$ cat src/design/swc_pkg.sv
// shared constants for the sleep and wake controller
package swc_pkg;
    localparam int          SWC_ADDR_W         = 4;
    localparam int          SWC_PC_W           = 13;
    // register offsets (byte addresses, one word each)
    localparam logic [3:0]  SWC_OFF_CTRL       = 4'h0;
    localparam logic [3:0]  SWC_OFF_STATUS     = 4'h4;
    localparam logic [3:0]  SWC_OFF_IRQ_EN     = 4'h8;
    localparam logic [3:0]  SWC_OFF_IRQ_FLAG   = 4'hC;
    // control register fields
    localparam int          SWC_CTRL_WDT_EN    = 0;
    localparam int          SWC_CTRL_GIE       = 1;
    // status register fields
    localparam int          SWC_ST_PD          = 0;
    localparam int          SWC_ST_TO          = 1;
    localparam int          SWC_ST_ASLEEP      = 2;
    // interrupt source count: timer, capture, adc, eeprom, comparator,
    // port change, external pin, serial break, i2c slave
    localparam int          SWC_NSRC           = 9;
    localparam logic [SWC_PC_W-1:0] SWC_IRQ_VECTOR = 13'h0004;
    localparam logic [1:0]  SWC_CTRL_RST       = 2'h1;
    // watchdog period in cycles
    localparam int          SWC_WDT_PERIOD     = 4000;
    // wake cause encodings
    localparam logic [1:0]  SWC_WAKE_NONE      = 2'h0;
    localparam logic [1:0]  SWC_WAKE_WDT       = 2'h1;
    localparam logic [1:0]  SWC_WAKE_IRQ       = 2'h2;
    typedef enum logic [1:0] {
        SWC_RUN    = 2'b00,
        SWC_ENTER  = 2'b01,
        SWC_ASLEEP = 2'b10,
        SWC_RESUME = 2'b11
    } swc_state_t;
endpackage

$ cat src/design/swc_top.sv
// sleep entry and wake-up controller with avalon-mm registers
//
// Overview of operation
// power-down is entered only by executing the sleep instruction
// sleep entry clears watchdog, clears pd, sets to, stops the oscillator
// port drive state is frozen for the whole power-down
// wake only on master clear, watchdog, or enabled interrupt
// master clear wake resets fully; watchdog and interrupt wakes continue
// pd set at power-up, cleared by sleep; to cleared on watchdog wake
// only the nine listed asynchronous interrupt sources can wake
// the instruction after sleep is prefetched during sleep execution
// wake needs the source enable, independent of global enable
// after interrupt wake run next instruction, then vector if global enabled
// software should place a no-op after sleep when needed
// watchdog is cleared on every wake-up
// pending enabled interrupt makes sleep a no-op with nothing changed
// interrupt during sleep completes sleep then wakes immediately
// software tests pd to know whether sleep took effect
// software should clear the watchdog before sleep
// watchdog reset never drives master clear pin low
// core clock stays gated off until a qualifying wake event
`timescale 1ns/1ns
module swc_top
    import swc_pkg::*;
#(
    parameter int WDT_PERIOD = SWC_WDT_PERIOD
) (
    input  wire logic                  clk_i,
    input  wire logic                  rstn_i,
    // avalon-mm slave
    input  wire logic [SWC_ADDR_W-1:0] avs_address,
    input  wire logic                  avs_read,
    input  wire logic                  avs_write,
    input  wire logic [31:0]           avs_writedata,
    output logic      [31:0]           avs_readdata,
    output logic                       avs_waitrequest,
    // instruction sequencer
    input  wire logic                  sleep_instr_i,
    input  wire logic                  wdt_clear_instr_i,
    input  wire logic [SWC_PC_W-1:0]   pc_i,
    output logic                       prefetch_o,
    output logic      [SWC_PC_W-1:0]   prefetch_addr_o,
    output logic                       vector_o,
    output logic      [SWC_PC_W-1:0]   vector_addr_o,
    // pins and interrupt sources
    input  wire logic                  master_clear_pin_n_i,
    input  wire logic [SWC_NSRC-1:0]   irq_src_i,
    input  wire logic [7:0]            port_out_i,
    input  wire logic [7:0]            port_oe_i,
    output logic      [7:0]            port_out_o,
    output logic      [7:0]            port_oe_o,
    // power control
    output logic                       core_clk_en_o,
    output logic                       osc_drv_en_o,
    output logic                       core_reset_o,
    output logic                       wdt_reset_o,
    output logic                       master_clear_pin_oe_o
);
    ////////////////////////////////////////////////////////////////////
    swc_state_t              state_reg;
    logic [1:0]              ctrl_reg;
    logic [SWC_NSRC-1:0]     irq_en_reg;
    logic [SWC_NSRC-1:0]     irq_flag_reg;
    logic                    pd_reg;
    logic                    to_reg;
    logic [7:0]              port_out_reg;
    logic [7:0]              port_oe_reg;
    logic [SWC_PC_W-1:0]     next_pc_reg;
    logic                    prefetch_reg;
    logic                    vector_reg;
    logic                    vec_pend_reg;
    logic                    core_reset_reg;
    logic                    wdt_reset_reg;
    logic [31:0]             rdata_reg;
    logic                    ack_reg;
    logic [SWC_NSRC-1:0]     irq_sync;
    logic                    master_clear_pin_sync_n;
    logic                    wdt_to;
    logic                    wdt_clear;
    logic                    pend;
    logic                    sleep_go;
    logic                    asleep;
    logic                    wr_hit;
    logic [SWC_NSRC-1:0]     flag_clr;

    // pending if any enabled flag is set; global enable plays no part
    function automatic logic swc_pending(input logic [SWC_NSRC-1:0] f,
                                         input logic [SWC_NSRC-1:0] e);
        return |(f & e);
    endfunction

    ////////////////////////////////////////////////////////////////////
    // asynchronous wake sources; all nine can assert without a clock
    swc_sync #(.W(SWC_NSRC)) u_irq_sync (
        .clk_i       (clk_i),
        .rstn_i      (rstn_i),
        .async_i     (irq_src_i),
        .reset_val_i ('0),
        .sync_o      (irq_sync)
    );

    swc_sync #(.W(1)) u_master_clear_pin_sync (
        .clk_i       (clk_i),
        .rstn_i      (rstn_i),
        .async_i     (master_clear_pin_n_i),
        .reset_val_i (1'b1),
        .sync_o      (master_clear_pin_sync_n)
    );

    swc_wdt #(.PERIOD(WDT_PERIOD)) u_wdt (
        .clk_i     (clk_i),
        .rstn_i    (rstn_i),
        .enable_i  (ctrl_reg[SWC_CTRL_WDT_EN]),
        .clear_i   (wdt_clear),
        .timeout_o (wdt_to)
    );

    ////////////////////////////////////////////////////////////////////
    assign asleep    = (state_reg == SWC_ASLEEP);
    assign pend      = swc_pending(irq_flag_reg, irq_en_reg);
    // a pending interrupt before sleep turns it into a no-op
    assign sleep_go  = (state_reg == SWC_RUN) && sleep_instr_i && !pend;
    assign wdt_clear = wdt_clear_instr_i || sleep_go
                     || (asleep && (pend || wdt_to || !master_clear_pin_sync_n));
    assign wr_hit    = avs_write && ack_reg; // lands with waitrequest low

    // one waitrequest cycle per access; answer on the second edge
    always_ff @(posedge clk_i or negedge rstn_i) begin
        if (!rstn_i) begin
            ack_reg <= 1'b0;
        end else begin
            ack_reg <= (avs_read || avs_write) && !ack_reg;
        end
    end
    assign avs_waitrequest = (avs_read || avs_write) && !ack_reg;

    // read mux, captured while waitrequest is high
    always_ff @(posedge clk_i or negedge rstn_i) begin
        if (!rstn_i) begin
            rdata_reg <= 32'h0000_0000;
        end else if (avs_read && !ack_reg) begin
            case (avs_address)
                SWC_OFF_CTRL:     rdata_reg <= {30'h0, ctrl_reg};
                SWC_OFF_STATUS:   rdata_reg <= {29'h0, asleep, to_reg, pd_reg};
                SWC_OFF_IRQ_EN:   rdata_reg <= {23'h0, irq_en_reg};
                SWC_OFF_IRQ_FLAG: rdata_reg <= {23'h0, irq_flag_reg};
                default:          rdata_reg <= 32'h0000_0000;
            endcase
        end
    end
    assign avs_readdata = rdata_reg;

    // control and enable registers
    always_ff @(posedge clk_i or negedge rstn_i) begin
        if (!rstn_i) begin
            ctrl_reg   <= SWC_CTRL_RST;
            irq_en_reg <= '0;
        end else if (wr_hit && avs_address == SWC_OFF_CTRL) begin
            ctrl_reg <= avs_writedata[1:0];
        end else if (wr_hit && avs_address == SWC_OFF_IRQ_EN) begin
            irq_en_reg <= avs_writedata[SWC_NSRC-1:0];
        end
    end

    // flags: write one to clear, a source still high wins over the clear
    assign flag_clr = (wr_hit && avs_address == SWC_OFF_IRQ_FLAG)
                    ? avs_writedata[SWC_NSRC-1:0] : '0;
    always_ff @(posedge clk_i or negedge rstn_i) begin
        if (!rstn_i) begin
            irq_flag_reg <= '0;
        end else begin
            irq_flag_reg <= (irq_flag_reg & ~flag_clr) | irq_sync;
        end
    end

    ////////////////////////////////////////////////////////////////////
    // sleep state machine
    always_ff @(posedge clk_i or negedge rstn_i) begin
        if (!rstn_i) begin
            state_reg <= SWC_RUN;
        end else if (!master_clear_pin_sync_n) begin
            state_reg <= SWC_RUN;
        end else begin
            case (state_reg)
                SWC_RUN:    if (sleep_go) state_reg <= SWC_ENTER;
                // entry completes even if an interrupt arrived; only master clear cuts it short
                SWC_ENTER:  state_reg <= SWC_ASLEEP;
                SWC_ASLEEP: begin
                    if (pend || (ctrl_reg[SWC_CTRL_WDT_EN] && wdt_to)) begin
                        state_reg <= SWC_RESUME;
                    end
                end
                SWC_RESUME: state_reg <= SWC_RUN;
                default:    state_reg <= SWC_RUN;
            endcase
        end
    end

    // pd and to status bits
    always_ff @(posedge clk_i or negedge rstn_i) begin
        if (!rstn_i) begin
            pd_reg <= 1'b1;
            to_reg <= 1'b1;
        end else if (sleep_go) begin
            pd_reg <= 1'b0;
            to_reg <= 1'b1;
        end else if (asleep && !pend && ctrl_reg[SWC_CTRL_WDT_EN] && wdt_to) begin
            to_reg <= 1'b0;
        end else if (wdt_clear_instr_i) begin
            pd_reg <= 1'b1;
            to_reg <= 1'b1;
        end
    end

    // freeze port drive from entry through resume, pass through in run
    always_ff @(posedge clk_i or negedge rstn_i) begin
        if (!rstn_i) begin
            port_out_reg <= 8'h00;
            port_oe_reg  <= 8'h00;
        end else if (state_reg == SWC_RUN && !sleep_go) begin
            port_out_reg <= port_out_i;
            port_oe_reg  <= port_oe_i;
        end
    end
    assign port_out_o = port_out_reg;
    assign port_oe_o  = port_oe_reg;

    // prefetch of the next address while sleep executes
    always_ff @(posedge clk_i or negedge rstn_i) begin
        if (!rstn_i) begin
            prefetch_reg <= 1'b0;
            next_pc_reg  <= '0;
        end else begin
            prefetch_reg <= sleep_instr_i && state_reg == SWC_RUN;
            if (sleep_instr_i && state_reg == SWC_RUN) begin
                next_pc_reg <= pc_i + 13'h0001;
            end
        end
    end
    assign prefetch_o      = prefetch_reg;
    assign prefetch_addr_o = next_pc_reg;

    // vector one cycle after resume, so the prefetched word runs first
    always_ff @(posedge clk_i or negedge rstn_i) begin
        if (!rstn_i) begin
            vec_pend_reg <= 1'b0;
            vector_reg   <= 1'b0;
        end else begin
            vec_pend_reg <= asleep && pend && ctrl_reg[SWC_CTRL_GIE];
            vector_reg   <= vec_pend_reg;
        end
    end
    assign vector_o      = vector_reg;
    assign vector_addr_o = SWC_IRQ_VECTOR;

    // resets: master clear is full reset; watchdog reset only when awake
    always_ff @(posedge clk_i or negedge rstn_i) begin
        if (!rstn_i) begin
            core_reset_reg <= 1'b1;
            wdt_reset_reg  <= 1'b0;
        end else begin
            core_reset_reg <= !master_clear_pin_sync_n;
            wdt_reset_reg  <= !asleep && state_reg != SWC_ENTER
                              && ctrl_reg[SWC_CTRL_WDT_EN] && wdt_to;
        end
    end
    assign core_reset_o = core_reset_reg;
    assign wdt_reset_o  = wdt_reset_reg;
    // the pin is only ever an input; a watchdog reset stays internal
    assign master_clear_pin_oe_o = 1'b0;

    // clock gate and oscillator follow the sleep state
    assign core_clk_en_o = !(asleep || state_reg == SWC_ENTER);
    assign osc_drv_en_o  = !asleep;

    ////////////////////////////////////////////////////////////////////
    // checks
    sleep_entry_a: assert property (@(posedge clk_i) disable iff (!rstn_i)
        $rose(asleep) |-> $past(state_reg) == SWC_ENTER)
        else $error("asleep without entry");
    pd_clear_a: assert property (@(posedge clk_i) disable iff (!rstn_i)
        sleep_go && master_clear_pin_sync_n |=> !pd_reg && to_reg)
        else $error("pd not cleared on sleep");
    noop_sleep_a: assert property (@(posedge clk_i) disable iff (!rstn_i)
        state_reg == SWC_RUN && sleep_instr_i && pend |=> state_reg == SWC_RUN)
        else $error("sleep not a no-op with pending irq");
    port_hold_a: assert property (@(posedge clk_i) disable iff (!rstn_i)
        asleep && $past(asleep) |-> $stable(port_out_o) && $stable(port_oe_o))
        else $error("port changed while asleep");
    irq_wake_a: assert property (@(posedge clk_i) disable iff (!rstn_i)
        asleep && pend && master_clear_pin_sync_n |=> state_reg == SWC_RESUME ##1 core_clk_en_o)
        else $error("no wake on enabled irq");
    clk_gate_a: assert property (@(posedge clk_i) disable iff (!rstn_i)
        asleep |-> !core_clk_en_o && !osc_drv_en_o)
        else $error("clock running while asleep");
    wdt_to_a: assert property (@(posedge clk_i) disable iff (!rstn_i)
        asleep && !pend && ctrl_reg[SWC_CTRL_WDT_EN] && wdt_to && master_clear_pin_sync_n
        |=> !to_reg && state_reg == SWC_RESUME)
        else $error("to not cleared on watchdog wake");
    vector_a: assert property (@(posedge clk_i) disable iff (!rstn_i)
        asleep && pend && ctrl_reg[SWC_CTRL_GIE] |-> ##2 vector_o)
        else $error("no vector after wake");
    master_clear_pin_a: assert property (@(posedge clk_i) disable iff (!rstn_i)
        !master_clear_pin_sync_n |=> core_reset_o && state_reg == SWC_RUN)
        else $error("master clear not a full reset");
    sleep_c: cover property (@(posedge clk_i) disable iff (!rstn_i) sleep_go);
    irq_wake_c: cover property (@(posedge clk_i) disable iff (!rstn_i)
        asleep && pend);
    wdt_wake_c: cover property (@(posedge clk_i) disable iff (!rstn_i)
        asleep && wdt_to);
endmodule

$ cat src/design/swc_sync.sv
// three-stage synchroniser with agreement of the last two stages
`timescale 1ns/1ns
module swc_sync
    import swc_pkg::*;
#(
    parameter int W = 1
) (
    input  wire logic         clk_i,
    input  wire logic         rstn_i,
    input  wire logic [W-1:0] async_i,
    input  wire logic [W-1:0] reset_val_i,
    output logic      [W-1:0] sync_o
);
    logic [W-1:0] s1_reg;
    logic [W-1:0] s2_reg;
    logic [W-1:0] s3_reg;
    logic [W-1:0] out_reg;

    // stages hold the input xor reset_val_i, so reset shows the idle level
    always_ff @(posedge clk_i or negedge rstn_i) begin
        if (!rstn_i) begin
            s1_reg <= '0;
            s2_reg <= '0;
            s3_reg <= '0;
        end else begin
            s1_reg <= async_i ^ reset_val_i;
            s2_reg <= s1_reg;
            s3_reg <= s2_reg;
        end
    end

    // a change counts only once stage two and three agree
    always_ff @(posedge clk_i or negedge rstn_i) begin
        if (!rstn_i) begin
            out_reg <= '0;
        end else begin
            for (int i = 0; i < W; i++) begin
                if (s2_reg[i] == s3_reg[i]) begin
                    out_reg[i] <= s3_reg[i];
                end
            end
        end
    end

    assign sync_o = out_reg ^ reset_val_i;
endmodule

$ cat src/design/swc_wdt.sv
// watchdog counter that keeps counting through sleep
`timescale 1ns/1ns
module swc_wdt
    import swc_pkg::*;
#(
    parameter int PERIOD = SWC_WDT_PERIOD
) (
    input  wire logic clk_i,
    input  wire logic rstn_i,
    input  wire logic enable_i,
    input  wire logic clear_i,
    output logic      timeout_o
);
    logic [15:0] cnt_reg;
    logic        to_reg;
    localparam logic [15:0] LAST = 16'(PERIOD - 1);

    // count from zero to last, pulse one cycle on wrap
    always_ff @(posedge clk_i or negedge rstn_i) begin
        if (!rstn_i) begin
            cnt_reg <= 16'h0000;
            to_reg  <= 1'b0;
        end else if (clear_i || !enable_i) begin
            cnt_reg <= 16'h0000;
            to_reg  <= 1'b0;
        end else if (cnt_reg == LAST) begin
            cnt_reg <= 16'h0000;
            to_reg  <= 1'b1;
        end else begin
            cnt_reg <= cnt_reg + 16'h0001;
            to_reg  <= 1'b0;
        end
    end

    assign timeout_o = to_reg;
endmodule

$ cat config.mk
export PLATFORM = sky130hd
export DESIGN_NAME = swc_top
export DESIGN_NICKNAME = d
export VERILOG_FILES = /design/src/design/swc_pkg.sv /design/src/design/swc_top.sv /design/src/design/swc_sync.sv /design/src/design/swc_wdt.sv
export SDC_FILE = /design/constraint.sdc
export NUM_CORES = 1
export LEC_CHECK = 0
export BUFFER_PORTS_ARGS = -buffer_cell sky130_fd_sc_hd__buf_2
export CAP_MARGIN = 20
export CORE_UTILIZATION = 48
export CTS_CLUSTER_DIAMETER = 50
export DETAILED_ROUTE_END_ITERATION = 8
export GPL_ROUTABILITY_DRIVEN = 0
export PLACE_DENSITY = 0.75
export SYNTH_ARGS = -nofsm -noshare
export SYNTH_HDL_FRONTEND = slang
export SYNTH_HIERARCHICAL = 1
export SYNTH_SLANG_ARGS = --single-unit
$ cat constraint.sdc
create_clock -name clk_i -period 3.45 [get_ports clk_i]
set_clock_uncertainty 0.1 [all_clocks]
set_input_delay 0 -clock clk_i [delete_from_list [all_inputs] [get_ports clk_i]]
set_output_delay 0 -clock clk_i [all_outputs]
set_load 0.02 [all_outputs]
==> results of run 1 <==
## stage by stage
stage	utilization [%]	setup slack (ns)	area, sq um	std cells
after global placement	54.8	1.07	5990	699
final	66.4	1.01	7260	797
after global routing	66.4	0.849	7260	797
after detailed placement	54.8	1.00	5990	699
after CTS	66.4	0.985	7260	797
after floorplan	-	1.18	5630	499
## cell families (layout without fill, tap and decap cells)
| group | after synthesis | in the layout | share of synthesized area [%] |
|---|---|---|---|
| buffers and inverters | 58 | 216 | 7.23 |
| flip-flops | 125 | 125 | 57.8 |
| other | 2 | 57 | 0.139 |
| adder cells (fa/ha/maj) | 14 | 14 | 3.00 |
| AND/OR/NAND/NOR | 120 | 120 | 10.5 |
| AO/OA/AOI/OAI | 43 | 43 | 5.40 |
| multiplexers | 37 | 37 | 8.68 |
| XOR/XNOR | 45 | 45 | 7.27 |
## final cells by class
type / count / area (sq um)
fillers: 818 / 3670
flip-flops and latches: 125 / 3130
multi-input cells: 316 / 2100
repair buffers: 171 / 1200
clock buffers: 19 / 443
well taps: 140 / 175
clock inverters: 13 / 165
inverters: 13 / 48.8
## layer usage
| layer | GRT usage, % | up-vias | wire, um |
|---|---|---|---|
| met5 | 0 | - | 0 |
| met4 | 7.92 | 0 | 139 |
| met3 | 4.52 | 12 | 658 |
| met2 | 33.6 | 143 | 5180 |
| met1 | 23.0 | 1847 | 4430 |
| li1 | - | 1811 | - |
## Yosys cell counts, types with 2 or more instances
cell | count | area, sq um
a21o_1 | 9 | 67.6
a22o_1 | 3 | 26.3
a22oi_1 | 3 | 22.5
buf_12 | 2 | 40.0
buf_4 | 37 | 278
clkbuf_1 | 4 | 15.0
conb_1 | 2 | 7.51
dfrtp_1 | 121 | 3030
dfstp_2 | 4 | 105
ha_1 | 4 | 50.1
inv_1 | 13 | 48.8
maj3_2 | 10 | 113
mux2_2 | 17 | 191
mux2_4 | 10 | 150
mux2i_1 | 8 | 80.1
nand2_1 | 48 | 180
nand2b_1 | 2 | 12.5
nand3_1 | 11 | 55.1
nand4_1 | 8 | 50.1
nor2_1 | 29 | 109
nor2_2 | 2 | 12.5
nor3_1 | 7 | 35.0
nor4_1 | 3 | 18.8
o21ai_0 | 16 | 80.1
o31ai_1 | 6 | 45.0
or3_1 | 2 | 12.5
xnor2_1 | 19 | 166
xor2_1 | 26 | 228
## power by group through the flow
stage	combinational, W	sequential (W)	clock (W)
6_report	0.00135	0.00193	0.00179
5_1_grt	0.00145	0.00197	0.00189
4_1_cts	0.00135	0.00193	0.00181
3_5_place_dp	0.00128	0.00195	0
3_3_place_gp	0.00124	0.00193	0
2_1_floorplan	0.000719	0.00217	0
## how the worst max path moves through the flow
stage | end | cells after the start | slack [ns]
2_1_floorplan | u_wdt/cnt_reg[13] | 8 | 1.18
6_report | u_wdt/cnt_reg[14] | 7 | 1.01
3_3_place_gp | u_wdt/cnt_reg[5] | 7 | 1.07
5_1_grt | u_wdt/cnt_reg[5] | 7 | 0.85
4_1_cts | u_wdt/cnt_reg[14] | 7 | 0.99
3_5_place_dp | u_wdt/cnt_reg[13] | 7 | 1.00
## worst min-delay path: stages
cell,delay [ns]
buf_2,0.21
mux2i_1,0.19
o31ai_1,0.08
==> metrics, run 1 <==
status=completed; H-tree depth=4; FF-to-FF setup slack=1.01 ns; number of flip-flops in the largest register=16; P_int=~0.0035 W; Logic pwr share=approximately a quarter; Mapped Cells=around 440; Setup crit start=irq_en_reg[1]; DRT Pass-1 Iters=4; sequential area share after synthesis=57.8%; R2R Path End=u_wdt/cnt_reg[14]; Yosys warnings=6; Slew headroom=about 42%; Synth-to-Final Area Change=34.0%; CTS tree=done; hold buffers post-CTS=66; hold worst-path end=avs_readdata[6]; Worst Path Buf+Inv=0; clock power share=35.3%; Crit Path Class=flip-flop to flip-flop; Initial Utilization=49.6%; Num CTS Buffers=17; post-CTS resize count=0; area of the core=roughly 11000 sq um; CP delay by family, top=simple AND/OR/NAND/NOR gates; fin crit share=between 70 and 80%; layout cells sized above 1=between 20% and 30%; Startpoint Class=flip-flop; # IOs=163; fmax=409 MHz; first-pass GRT wire length=around 17000 um; antenna viol nets, final=0; number of flops mapped to enable cells by yosys=0; DR vias/cell=~4.8; postcts setup bufs=0; initial antenna violation count=0; final total power=approximately 0.0051 W; Final Setup Violations=0; crit-path max FO=15; unrepaired setup endpoints after global routing=false; clock tree buffer depth=2; grt total ovfl=0; Die Area=11700 sq um; most common cell after layout, fill and taps aside=dfrtp_1; Clk pin slew, worst setup/hold paths=~0.05 ns; Power Dens Cells=697 nW/um^2; wire length per cell=between 10 and 15 um; Fin. Hold Viols=0; Worst Path Arrival=between 2 and 3 ns; area of the mapped netlist=roughly 5400 sq um; VDD IR max=roughly 0.51 mV; Sw Share=30.8%; hold path start=avs_address[2]; Antenna Cells=0; Pins Over Slew Limit=0; crit path max-delay cell type=dfrtp_1; vias=3813; CTS sink cnt=about 130; async set-reset flop share out of synthesis=100%; Iteration-0 DRC Markers=139; Die W=about 110 um; sequential share of power=between 30% and 40%; WHS Path Cells=3; largest net degree at the start of global routing=70; commonest cells after routing, fill and taps aside=121 x dfrtp_1, 101 x buf_2, 66 x dlygate4sd3_1; sequence of cells on the critical path=a222oi_1 -> nand4_2 -> or3_1 -> a211o_1 -> nand2b_1 -> nand2b_4 -> nor2_1; clk_lat worst skew=0.40 ns; Hold Slack=~0.018 ns; critical path's largest stage delay=about 0.40 ns; IO buf count=around 100; reg2reg path depth=7; number of global-route vias before repair=~3800; MaxCap Viol Count=0; CP required=3.68 ns; Mean Syn Cell Area=12.2 sq um; Vert. Die Dim=108 um; row cnt=38; GRT Total Usage=between 10% and 20%; Seq cells post-synth=125; worst slew pin tran=~0.86 ns; Cell variety after synth=46; Fin Setup TNS=0 ns; Final HPWL DP=~6600 um; worst min-delay path category=input pin to flip-flop; NumNets Final=between 700 and 800; min Tclk post-route=2.44 ns; DRC=0; Critical R2R Launch=irq_en_reg[1]; CTS Root Cell=clkbuf_16; P_sw=0.00156 W; crit end category=flip-flop; leakage=approximately 3.4 nW; Synth Flop Type=dfrtp_1; final WL=around 10000 um
(Power assumes the default switching activity.)
==> inputs of run 2 (changes only) <==
==> constraint.sdc (replaced) <==
create_clock -name clk_i -period 2.4 [get_ports clk_i]
set_clock_uncertainty 0.1 [all_clocks]
set_input_delay 0 -clock clk_i [delete_from_list [all_inputs] [get_ports clk_i]]
set_output_delay 0 -clock clk_i [all_outputs]
set_load 0.02 [all_outputs]
==> run 2 against run 1 <==
  * Highest routed layer unchanged
  * Clock power grew 63%
  * Fmax grew 6.7%
  * Power grew 53%
  * Largest cell class unchanged
  * Count of clock-buffer cells in the layout is the same
  * Worst setup slack lost 0.90 ns
  * Non-clock buffer count grew 2
  * Worst hold slack lost 0.015 ns
  * Sequential cell count is the same
  * Wire length grew 7.7%
  * First-iteration DRC count grew 44%
  * Critical path depth is the same
  * Core utilization grew 1.1 points
==> metrics, run 2 (synthesis gave the netlist of run 1 again) <==
crit end category=flip-flop; Slew headroom=54.9% (+12 points); number of global-route vias before repair=3920 (+4.0%); CTS tree=done; leakage=3.46 nW (+2.3%); Clk pin slew, worst setup/hold paths=0.06 ns (about the same); wire length per cell=14.0 um (+7.3%); NumNets Final=732 (+0.41%); critical path's largest stage delay=0.40 ns (about the same); # IOs=163 (unchanged); DRT Pass-1 Iters=4 (unchanged); Vert. Die Dim=108 um (unchanged); status=completed; Initial Utilization=49.6% (unchanged); crit-path max FO=8 (-7); P_int=0.00542 W (+55%); # fillers=758 (-7.3%); commonest cells after routing, fill and taps aside=121 x dfrtp_1, 101 x buf_2, 64 x dlygate4sd3_1; CP delay by family, top=simple AND/OR/NAND/NOR gates; clock tree buffer depth=2 (unchanged); layout cells sized above 1=29.4% (+0.78 points); crit path max-delay cell type=dfrtp_1; Pins Over Slew Limit=0 (unchanged); fmax=437 MHz (+6.7%); initial antenna violation count=0 (unchanged); busiest layer in global routing=met2; Startpoint Class=flip-flop; CP Depth=7 (unchanged); FF-to-FF setup slack=0.11 ns (-0.90 ns); sequential share of power=36.0% (-2.1 points); worst min-delay path category=input pin to asynchronous set/reset pin; CTS sink cnt=125 (unchanged); Setup crit start=irq_flag_reg[1]; Global Route met1 Usage=24.9% (+1.9 points); Placed Cells=703 (+0.57%); H-tree depth=4 (unchanged); sequence of cells on the critical path=a222oi_1 -> nand4_2 -> or3_1 -> a211o_1 -> nand2b_2 -> nand2b_4 -> nor2_1; Die W=108 um (unchanged); clk_lat worst skew=0.40 ns (about the same); clock power share=37.6% (+2.3 points); crit path to=u_wdt/cnt_reg[3]; postcts setup bufs=0 (unchanged); IO buf count=102 (unchanged); final WL=11200 um (+7.7%); Iteration-0 DRC Markers=200 (+44%); Power Dens Cells=1050 nW/um^2 (+51%); grt total ovfl=0 (unchanged); Sw Share=30.0% (-0.79 points); CTS Root Cell=clkbuf_16; Final HPWL DP=6740 um (+1.6%); VDD IR max=0.791 mV (+54%); number of flip-flops in the largest register=16 (unchanged); fin crit share=95.4% (+25 points); Final Setup Violations=0 (unchanged); Worst Path Arrival=2.52 ns (-0.15 ns); DRC=0 (unchanged); FF/Latch Area=3130 sq um (unchanged); P_sw=0.00233 W (+49%); Fin. Hold Viols=0 (unchanged); GRT Total Usage=20.7% (+1.4 points); R2R Path End=u_wdt/cnt_reg[3]; Critical R2R Launch=irq_flag_reg[1]; row cnt=38 (unchanged); Crit Path Class=flip-flop to flip-flop; unrepaired setup endpoints after global routing=true; Die Area=11700 sq um (unchanged); vias=3866 (+1.4%); GR Util met3=4.52% (unchanged); DR vias/cell=4.83 (+1.0%); worst slew pin tran=0.674 ns (-0.188 ns); M2 GR Usage=35.9% (+2.3 points); Num CTS Buffers=17 (unchanged); footprint of the multi-input gates=2120 sq um (+0.77%); MaxCap Viol Count=0 (unchanged); area of the core=10900 sq um (unchanged); Worst Path Buf+Inv=0 (unchanged); min Tclk post-route=2.29 ns (-0.154 ns); CP required=2.63 ns (-1.05 ns); Logic pwr share=26.4% (-0.2 points); Antenna Cells=0 (unchanged); reg2reg path depth=7 (unchanged); Finished Layout Cells=800 (+0.38%); first-pass GRT wire length=18500 um (+7.1%); final core utilization=67.5% (+1.1 points); most common cell after layout, fill and taps aside=dfrtp_1; antenna viol nets, final=0 (unchanged); Synth-to-Final Area Change=36.3%; largest net degree at the start of global routing=58 (-17%); Fin Setup TNS=0 ns (unchanged)
[run 2: final cells by class]
| type | instances | share of cell area (%) |
|---|---|---|
| well taps | 140 | 2.37 |
| multi-input cells | 317 | 28.7 |
| inverters | 13 | 0.661 |
| clock buffers | 19 | 6.00 |
| repair buffers | 173 | 16.7 |
| flip-flops and latches | 125 | 42.4 |
| clock inverters | 13 | 3.20 |
[run 2: worst min-delay path by stage]
stage / from / end / slack, ns / cells after the start
6_report: rstn_i / u_irq_sync/s2_reg[3] / 0.003 / 2
5_1_grt: rstn_i / irq_en_reg[8] / 0.05 / 2
4_1_cts: rstn_i / u_irq_sync/s1_reg[3] / 0.009 / 2
3_5_place_dp: rstn_i / u_irq_sync/s1_reg[3] / -0.1 / 1
3_3_place_gp: rstn_i / u_irq_sync/s1_reg[3] / -0.10 / 1
2_1_floorplan: rstn_i / ack_reg / -0.40 / 0
[run 2: worst register-to-register path, delay by kind of cell, from the launching register on]
family / cells / cell delay, ns
DFF: 1 / 0.40
and+or+nand+nor: 5 / 1.05
AOI/OAI and AO/OA: 2 / 0.67
[run 2: power groups by stage]
stage               Sequential, W  Clock, W  Combinational (W)
CTS                       0.00279   0.00296            0.00203
floorplan                 0.00312         0            0.00103
global route              0.00285   0.00308            0.00220
global placement          0.00278         0            0.00186
finish                    0.00279   0.00291            0.00205
detailed placement        0.00281         0            0.00191
[run 2: timing repair]
action | 4_1_cts | 5_1_grt
hold buffers | 64 | 0
endpoints found under the hold margin | 171 | 0
endpoints found under the setup margin | 0 | 12
gates resized for setup | 0 | 2
[run 2: per-stage QoR]
step	hold slack [ns]	setup slack, ns	area, sq um	power (W)
after floorplan	-0.396	0.128	5630	0.00415
after global placement	-0.103	0.184	6050	0.00464
after detailed placement	-0.0976	0.0737	6050	0.00472
after CTS	0.00897	0.0727	7370	0.00778
after global routing	0.0517	-0.00789	7380	0.00813
final	0.00259	0.111	7380	0.00775
[run 2: routing by layer]
| metal | routed length (um) | share of wire [%] |
|---|---|---|
| met4 | 132 | 1.2 |
| met2 | 5740 | 51 |
| met5 | 0 | 0 |
| met1 | 4720 | 42 |
| met3 | 628 | 5.6 |
